<file path="config.mk">
export PLATFORM = sky130hd
export DESIGN_NAME = dac_core
export DESIGN_NICKNAME = d
export VERILOG_FILES = /design/src/core/dac_pkg.sv /design/src/core/dac_ring_mem.sv /design/src/core/dac_core.sv
export SDC_FILE = /design/constraint.sdc
export NUM_CORES = 2
export LEC_CHECK = 0
export BUFFER_PORTS_ARGS = -buffer_cell sky130_fd_sc_hd__buf_2
export CORE_AREA = 2 2 427 323
export CTS_CLUSTER_DIAMETER = 40
export DETAILED_ROUTE_END_ITERATION = 6
export DIE_AREA = 0 0 429 325
export PLACE_DENSITY = 0.57
export SETUP_SLACK_MARGIN = 0.05
export SYNTH_ARGS = -nofsm -noshare
export SYNTH_HDL_FRONTEND = slang
export SYNTH_SLANG_ARGS = --single-unit
</file>
<file path="constraint.sdc">
create_clock -name clk_in -period 5.1 [get_ports clk_in]
set_input_delay 1.02 -clock clk_in [delete_from_list [all_inputs] [get_ports clk_in]]
set_output_delay 1.02 -clock clk_in [all_outputs]
set_load 0.02 [all_outputs]
</file>
<file path="src/core/dac_pkg.sv">
// package of the demand averaging block: register map, field positions, sizes
// assumes a single clock domain and one sample strobe shared by both channels
package dac_pkg;
   // -------------------------------------------------------------
   // sizes
   // -------------------------------------------------------------
   localparam int SAMP_W   = 16;
   localparam int SUM_W    = 32;
   localparam int CNT_W    = 16;
   localparam int RING_AW  = 4;
   localparam int RING_D   = 16;
   localparam int LG_MAX   = 4;
   localparam int DIV_STEPS = 32;
   localparam int NCH      = 2;
   localparam int CH_VOLT  = 0;
   localparam int CH_POWER = 1;

   // -------------------------------------------------------------
   // register offsets (byte addresses)
   // -------------------------------------------------------------
   localparam logic [7:0] OFS_CTRL      = 8'h00;
   localparam logic [7:0] OFS_VOLT_DUR  = 8'h04;
   localparam logic [7:0] OFS_POWER_DUR = 8'h08;
   localparam logic [7:0] OFS_CMD       = 8'h0c;
   localparam logic [7:0] OFS_VOLT_AVG  = 8'h10;
   localparam logic [7:0] OFS_POWER_AVG = 8'h14;
   localparam logic [7:0] OFS_POWER_PK  = 8'h18;
   localparam logic [7:0] OFS_STATUS    = 8'h1c;

   // -------------------------------------------------------------
   // fields
   // -------------------------------------------------------------
   // ctrl: per channel c, bit 2c = sliding window, bit 2c+1 = edge triggered period
   localparam int CTRL_SLIDE_BIT = 0;
   localparam int CTRL_EDGE_BIT  = 1;
   localparam int CTRL_W         = 4;
   // duration: [15:0] fixed period in samples, [18:16] log2 of sliding length
   localparam int DUR_LG_LSB     = 16;
   localparam int DUR_W          = 19;
   // cmd: bit c clears channel c
   localparam int CMD_W          = 2;
   // status: [1:0] divider busy, [3:2] edge armed, [5:4] sliding window full
   localparam int STAT_BUSY_LSB  = 0;
   localparam int STAT_ARM_LSB   = 2;
   localparam int STAT_FULL_LSB  = 4;

   // -------------------------------------------------------------
   // reset values
   // -------------------------------------------------------------
   localparam logic [CTRL_W-1:0] CTRL_RST = 4'h0;
   localparam logic [DUR_W-1:0]  DUR_RST  = 19'h40010;
endpackage : dac_pkg

</file>
<file path="src/core/dac_ring_mem.sv">
// sample history for the sliding window, one write and one registered read port
// assumes a read of the word being written in the same cycle may return its old content
`timescale 1ns/1ps
module dac_ring_mem #(
   parameter int W  = 16,
   parameter int AW = 4
) (
   input  wire logic          clk_in,
   input  wire logic          rst_n_in,
   input  wire logic          we_in,
   input  wire logic [AW-1:0] waddr_in,
   input  wire logic [W-1:0]  wdata_in,
   input  wire logic [AW-1:0] raddr_in,
   output logic      [W-1:0]  rdata_out
);
   logic [W-1:0] mem [0:(1<<AW)-1];

   always_ff @(posedge clk_in) begin
      if (we_in) begin
         mem[waddr_in] <= wdata_in;
      end
   end

   always_ff @(posedge clk_in or negedge rst_n_in) begin
      if (!rst_n_in) begin
         rdata_out <= '0;
      end else begin
         rdata_out <= mem[raddr_in];
      end
   end
endmodule : dac_ring_mem

</file>
<file path="src/core/dac_core.sv">
// demand averaging for a voltage and a power channel, with peak demand on power
// assumes sample_valid_in strobes at least 40 cycles apart; inputs synchronous to clk_in
//
// Our own choices: the address-and-strobe port and the register offsets.
`timescale 1ns/1ps
// Function
// - sliding mode averages the most recent window (duration source only; edge source overrides it)
// - fixed mode restarts average after each period
// - duration source takes period from per-channel setting
// - edge source averages between successive trigger rises
// - assigned clear input rising edge clears channel
// - direct command bit c clears channel c (voltage or power) one cycle after the write
// - power keeps peaks; its clear wipes both
module dac_core
   import dac_pkg::*;
(
   input  wire logic              clk_in,
   input  wire logic              rst_n_in,
   input  wire logic [7:0]        addr_in,
   input  wire logic [31:0]       wdata_in,
   input  wire logic              wr_in,
   input  wire logic              rd_in,
   output logic      [31:0]       rdata_out,
   input  wire logic              sample_valid_in,
   input  wire logic [SAMP_W-1:0] voltage_sample_in,
   input  wire logic [SAMP_W-1:0] power_sample_in,
   input  wire logic              voltage_period_trigger_input,
   input  wire logic              power_period_trigger_input,
   input  wire logic              voltage_average_clear,
   input  wire logic              power_demand_clear
);
   // -------------------------------------------------------------
   // configuration registers
   // -------------------------------------------------------------
   logic [CTRL_W-1:0]          ctrl;
   logic [NCH-1:0][DUR_W-1:0]  dur;
   logic [NCH-1:0]             cmd_clr;
   logic [NCH-1:0][SAMP_W-1:0] samp_in;
   logic [NCH-1:0]             trig_in;
   logic [NCH-1:0]             clr_in;
   logic [NCH-1:0][SAMP_W-1:0] avg;
   logic [NCH-1:0][SAMP_W-1:0] peak;
   logic [NCH-1:0]             busy;
   logic [NCH-1:0]             armed;
   logic [NCH-1:0]             full;

   assign samp_in = {power_sample_in, voltage_sample_in};
   assign trig_in = {power_period_trigger_input, voltage_period_trigger_input};
   assign clr_in  = {power_demand_clear, voltage_average_clear};

   always_ff @(posedge clk_in or negedge rst_n_in) begin
      if (!rst_n_in) begin
         ctrl <= CTRL_RST;
         dur  <= {DUR_RST, DUR_RST};
      end else if (wr_in) begin
         case (addr_in)
            OFS_CTRL:      ctrl   <= wdata_in[CTRL_W-1:0];
            OFS_VOLT_DUR:  dur[0] <= wdata_in[DUR_W-1:0];
            OFS_POWER_DUR: dur[1] <= wdata_in[DUR_W-1:0];
            default: ;
         endcase
      end
   end

   // direct control clear is a one-cycle pulse from a write to the command word
   always_ff @(posedge clk_in or negedge rst_n_in) begin
      if (!rst_n_in) begin
         cmd_clr <= '0;
      end else begin
         cmd_clr <= (wr_in && addr_in == OFS_CMD) ? wdata_in[CMD_W-1:0] : '0;
      end
   end

   // -------------------------------------------------------------
   // register read
   // -------------------------------------------------------------
   always_ff @(posedge clk_in or negedge rst_n_in) begin
      if (!rst_n_in) begin
         rdata_out <= '0;
      end else if (rd_in) begin
         case (addr_in)
            OFS_CTRL:      rdata_out <= {28'h0, ctrl};
            OFS_VOLT_DUR:  rdata_out <= {13'h0, dur[0]};
            OFS_POWER_DUR: rdata_out <= {13'h0, dur[1]};
            OFS_VOLT_AVG:  rdata_out <= {16'h0, avg[0]};
            OFS_POWER_AVG: rdata_out <= {16'h0, avg[1]};
            OFS_POWER_PK:  rdata_out <= {16'h0, peak[1]};
            OFS_STATUS:    rdata_out <= {26'h0, full, armed, busy};
            default:       rdata_out <= '0;
         endcase
      end else begin
         rdata_out <= '0;
      end
   end

   // -------------------------------------------------------------
   // per channel averaging
   // -------------------------------------------------------------
   genvar c;
   generate
      for (c = 0; c < NCH; c++) begin : g_ch
         logic               slide;
         logic               edge_src;
         logic [2:0]         lg;
         logic [4:0]         len;
         logic [CNT_W-1:0]   fix_len;
         logic               trig_q;
         logic               clr_q;
         logic               trig_rise;
         logic               clr_hit;
         logic               pend;
         logic [SAMP_W-1:0]  s_hold;
         logic [SAMP_W-1:0]  old;
         logic [RING_AW-1:0] wp;
         logic [4:0]         fill;
         logic [SUM_W-1:0]   sum;
         logic [CNT_W-1:0]   cnt;
         logic               go;
         logic [SUM_W-1:0]   go_dvd;
         logic [CNT_W-1:0]   go_dvs;
         logic [SUM_W-1:0]   next_sum;
         logic [CNT_W-1:0]   next_cnt;
         logic [4:0]         next_fill;
         logic [SUM_W-1:0]   dq;
         logic [CNT_W:0]     rem;
         logic [CNT_W-1:0]   dvs;
         logic [5:0]         step;
         logic [CNT_W:0]     trial;
         logic               done;
         logic               armed_q;

         assign slide     = ctrl[2*c+CTRL_SLIDE_BIT];
         assign edge_src  = ctrl[2*c+CTRL_EDGE_BIT];
         assign lg        = (dur[c][DUR_W-1:DUR_LG_LSB] > 3'(LG_MAX)) ? 3'(LG_MAX)
                                                                      : dur[c][DUR_W-1:DUR_LG_LSB];
         assign len       = 5'(1) << lg;
         assign fix_len   = (dur[c][CNT_W-1:0] == '0) ? CNT_W'(1) : dur[c][CNT_W-1:0];
         assign trig_rise = trig_in[c] & ~trig_q;
         assign clr_hit   = (clr_in[c] & ~clr_q) | cmd_clr[c];
         assign full[c]   = (fill == len);
         assign armed[c]  = armed_q;
         assign busy[c]   = (step != '0);

         always_ff @(posedge clk_in or negedge rst_n_in) begin
            if (!rst_n_in) begin
               trig_q <= 1'b0;
               clr_q  <= 1'b0;
            end else begin
               trig_q <= trig_in[c];
               clr_q  <= clr_in[c];
            end
         end

         // sample capture; the ring read for the oldest word is issued alongside
         always_ff @(posedge clk_in or negedge rst_n_in) begin
            if (!rst_n_in) begin
               pend   <= 1'b0;
               s_hold <= '0;
            end else begin
               pend <= sample_valid_in;
               if (sample_valid_in) begin
                  s_hold <= samp_in[c];
               end
            end
         end

         dac_ring_mem #(.W(SAMP_W), .AW(RING_AW)) u_ring (
            .clk_in   (clk_in),
            .rst_n_in (rst_n_in),
            .we_in    (pend && slide && !edge_src),
            .waddr_in (wp),
            .wdata_in (s_hold),
            .raddr_in (wp - len[RING_AW-1:0]),
            .rdata_out(old)
         );

         // accumulation and period completion
         always_comb begin
            next_sum  = sum;
            next_cnt  = cnt;
            next_fill = fill;
            go        = 1'b0;
            go_dvd    = sum;
            go_dvs    = cnt;
            if (edge_src) begin
               if (trig_rise) begin
                  go        = armed_q && (cnt != '0);
                  next_sum  = '0;
                  next_cnt  = '0;
               end
               if (pend) begin
                  next_sum = next_sum + SUM_W'(s_hold);
                  next_cnt = (next_cnt == '1) ? next_cnt : next_cnt + CNT_W'(1);
               end
            end else if (slide) begin
               if (pend) begin
                  next_sum  = sum + SUM_W'(s_hold) - (full[c] ? SUM_W'(old) : '0);
                  next_fill = full[c] ? fill : fill + 5'(1);
                  go        = (next_fill == len);
                  go_dvd    = next_sum;
                  go_dvs    = CNT_W'(len);
               end
            end else if (pend) begin
               next_sum = sum + SUM_W'(s_hold);
               next_cnt = cnt + CNT_W'(1);
               if (next_cnt >= fix_len) begin
                  go       = 1'b1;
                  go_dvd   = next_sum;
                  go_dvs   = next_cnt;
                  next_sum = '0;
                  next_cnt = '0;
               end
            end
         end

         always_ff @(posedge clk_in or negedge rst_n_in) begin
            if (!rst_n_in) begin
               sum     <= '0;
               cnt     <= '0;
               fill    <= '0;
               wp      <= '0;
               armed_q <= 1'b0;
            end else if (clr_hit) begin
               sum     <= '0;
               cnt     <= '0;
               fill    <= '0;
               armed_q <= 1'b0;
            end else begin
               sum  <= next_sum;
               cnt  <= next_cnt;
               fill <= next_fill;
               if (pend && slide && !edge_src) begin
                  wp <= wp + RING_AW'(1);
               end
               if (edge_src && trig_rise) begin
                  armed_q <= 1'b1;
               end
            end
         end

         // restoring divider: one quotient bit a cycle
         assign trial = {rem[CNT_W-1:0], dq[SUM_W-1]};
         assign done  = (step == 6'(1));

         always_ff @(posedge clk_in or negedge rst_n_in) begin
            if (!rst_n_in) begin
               step <= '0;
               dq   <= '0;
               rem  <= '0;
               dvs  <= '0;
            end else if (clr_hit) begin
               step <= '0;
            end else if (go) begin
               step <= 6'(DIV_STEPS);
               dq   <= go_dvd;
               rem  <= '0;
               dvs  <= go_dvs;
            end else if (step != '0) begin
               step <= step - 6'(1);
               if (trial >= {1'b0, dvs}) begin
                  rem <= trial - {1'b0, dvs};
                  dq  <= {dq[SUM_W-2:0], 1'b1};
               end else begin
                  rem <= trial;
                  dq  <= {dq[SUM_W-2:0], 1'b0};
               end
            end
         end

         // completed average and peak demand
         always_ff @(posedge clk_in or negedge rst_n_in) begin
            if (!rst_n_in) begin
               avg[c]  <= '0;
               peak[c] <= '0;
            end else if (clr_hit) begin
               avg[c]  <= '0;
               peak[c] <= '0;
            end else if (done) begin
               avg[c] <= {dq[SAMP_W-2:0], (trial >= {1'b0, dvs})};
               if (c == CH_POWER &&
                   {dq[SAMP_W-2:0], (trial >= {1'b0, dvs})} > peak[c]) begin
                  peak[c] <= {dq[SAMP_W-2:0], (trial >= {1'b0, dvs})};
               end
            end
         end
      end
   endgenerate
endmodule : dac_core

</file>
==> results.cfg <==
[outcome]
status = finished with violations
violations = setup timing

[global_routing]
grt_max_degree = 97
track_usage_pct = 24.5
antenna_found_initial = 10
overflow = 0
grt_pass1_vias = 40400
grt_pass1_wl_um = 261000

[critical_path]
start_kind = register
worstSetupEndpointType = register
cp_max_fo = 3
critPathKind = reg2reg
crit_required_ps = 5720
worstPathArrival_ps = 6080

[finish]
layout.nets = 5612
area_growth_pct = 17.8
seq_area_um2 = 26300
drive_above_1_share_pct = 19.3
nFillCells = 12400
final_cell_area_um2 = 63300
multi_input_area_um2 = 26100

[hold_path]
hold_path_class = in2async

[clocking]
clock_path_buffers = 3
holdBufCountCts = 0
clock_latency_ps = 780
cts_tree = built
htreeDepth = 4
clk_pin_slew_ps = 50
cts-root-buf = clkbuf_16
cts_buffers = 135
cts.sink_count = 948

[timing]
worst_slack_ps = -361
max_freq_mhz = 183
hold_viol_final = 0
worst_slew_margin_rel_pct = 15.7
finalSetupViolations = 14
period_share_pct = 107
hold_ws_ps = 319
drv_slew = 0
finalCriticalPeriod_ps = 5460
clock_skew_ps = 37.2
grt_setup_unrepaired = yes
worst-slew-pin-transition_ps = 1260

[placed_design]
gp_congestion = 0.936
dp.final_hpwl_um = 120000
io_buffers = 86
dpl_cell_area_um2 = 58100

[synth]
async_reset_ff_share_pct = 46.0
synth-compound-area-share_pct = 16.3
synthFlopType = edfxtp_1
synthDistinctLibCells = 107
synth_warnings = 0
postSynthAreaPerCell_um2 = 10.6
synth_top_family_by_area = compound AO/OA/AOI/OAI gates
synth_most_common_cell = edfxtp_1
synthAdderAreaFrac_pct = 5.17
synthXorXnorAreaFrac_pct = 4.33
synth_commonest_cells = edfxtp_1, nand2_1, dfrtp_1, a21oi_1, nor2_1
synth_top_area_share_pct = 28.6
synthCells = 5054
synth_edf_count = 512
ys_ff_latch = 948
synthTopCellsByArea = edfxtp_1, dfrtp_1, mux4_2, ha_1, a21oi_1
synthSimpleGateAreaFrac_pct = 12.5
ys_seq_area_share_pct = 48.9
netlist_area_um2 = 53800
synth_top_area_cell = edfxtp_1
synth_mux_area_share_pct = 8.91

[floorplanning]
dieArea_um2 = 139000
die_h_um = 325
io_pins = 113
fp.dieW_um = 429
core_area_um2 = 135000
rows = 117
initial_core_util_pct = 39.8

[drt]
vias = 42300
wirelength_um = 174000
remaining_drc_errors = 0
drt-initial-drc-count = 4007
vias_per_cell = 5.87
dr.pass1.iters = 5
wl_per_cell_um = 24.1
antenna_left = 0

[job]
cap_violations = 0

[power_and_ir_drop]
irDropWorstVdd_mv = 0.320
p_leak_uw = 0.0248
pwr_density_cell_nw_per_um2 = 563
==> kinds of logic after synthesis <==
family,Yosys count
muxes,307
and+or+nand+nor,1414
xor gates and xnor gates,266
AOI/OAI and AO/OA,1373
buffers and inverters,529
adders and majority gates,216
other,1
DFF,948
==> sequential cells by signal, summed over array words and instances (netlist names), 4 cells and up <==
signal,cells
g_ch.step,12
peak,16
g_ch.cnt,32
g_ch.wp,8
g_ch.dq,64
avg,32
g_ch.rem,32
ctrl,4
rdata_out,19
g_ch.dvs,32
g_ch.u_ring.rdata_out,32
g_ch.s_hold,32
g_ch.sum,64
g_ch.fill,10
dur,38
g_ch.u_ring.mem,512
==> worst paths after layout <==
check                                       end               start  depth (start not counted)  slack [ps]
worst max-delay path            g_ch[0].sum[31]      g_ch[0].sum[0]                         22        -360
worst min-delay path            g_ch[1].sum[29]            rst_n_in                          1         320
worst max register to register  g_ch[0].sum[31]      g_ch[0].sum[0]                         22        -360
worst min register to register   g_ch[1].dvs[0]      g_ch[1].dvs[0]                          2         480
max in group asynchronous         rdata_out[10]            rst_n_in                          2        3640
min in group clk_in               g_ch[1].clr_q  power_demand_clear                          1         400
==> cell type report <==
cell class | count | share of cell area [%]
clock buffer | 169 | 5.78
tap | 1785 | 3.53
sequential | 948 | 41.5
antenna | 5 | 0.0198
inverter | 193 | 1.14
clock inverter | 77 | 1.43
multi-input combinational | 3589 | 41.2
timing repair buffer | 448 | 5.34
==> metal layers <==
metal  global-route usage, %  wire, um  part of all wire [%]
met1                    36.5     80300                    46
met5                       0        13                0.0075
met2                    36.0     75600                    44
met3                    4.20     12700                   7.3
met4                    8.30      5100                   2.9
==> report_power, final <==
part | switching [uW] | internal [uW] | total [uW]
logic | 9030 | 7120 | 16200
clock network | 3830 | 5660 | 9490
registers | 944 | 9100 | 10000
total | 13800 | 21900 | 35700
==> per-stage QoR <==
step                util (%)  TNS, ps  instances  total power [uW]  setup slack [ps]
floorplan                  -        0       5066             20300              7.38
global placement        43.0    -2830       6940             25400              -314
detailed placement      43.0    -3270       6940             25500              -365
CTS                     46.5    -2420       7193             35300              -290
global route            46.9    -6790       7211             37700              -525
finish                  46.9    -3080       7214             35700              -361
==> critical path, cell delays in order, from the launching register on <==
cell and delay [ps]:
dfrtp_1 400, ha_4 180, fa_2 430, a211oi_4 300, o211ai_2 150, a31o_2 230
a21o_1 190, nand2_1 100, nand2_1 70, a21oi_2 170, xnor2_2 150, ha_1 290
and2_4 150, a221o_1 320, a31oi_4 210, a21oi_4 100, a2111o_1 440, or3_4 370
nor4b_4 360, nand4b_1 220, xnor2_2 200, a221oi_2 220, a31oi_1 60
==> cell usage in the layout (no fill, tap or decap), types with 162 or more instances in the layout <==
master / n
a21oi_1: 392
buf_4: 340
dfrtp_1: 425
edfxtp_1: 512
ha_1: 197
inv_1: 190
nand2_1: 474
nor2_1: 338
o21ai_0: 303
xnor2_1: 162
==> what timing repair did <==
action,CTS,global route
buffers inserted,8,16
gates cloned,0,1
pin swaps,28,65
gates resized for setup,29,78
setup endpoints to repair,27,135
No activity file was read; power rests on OpenSTA's default activity.
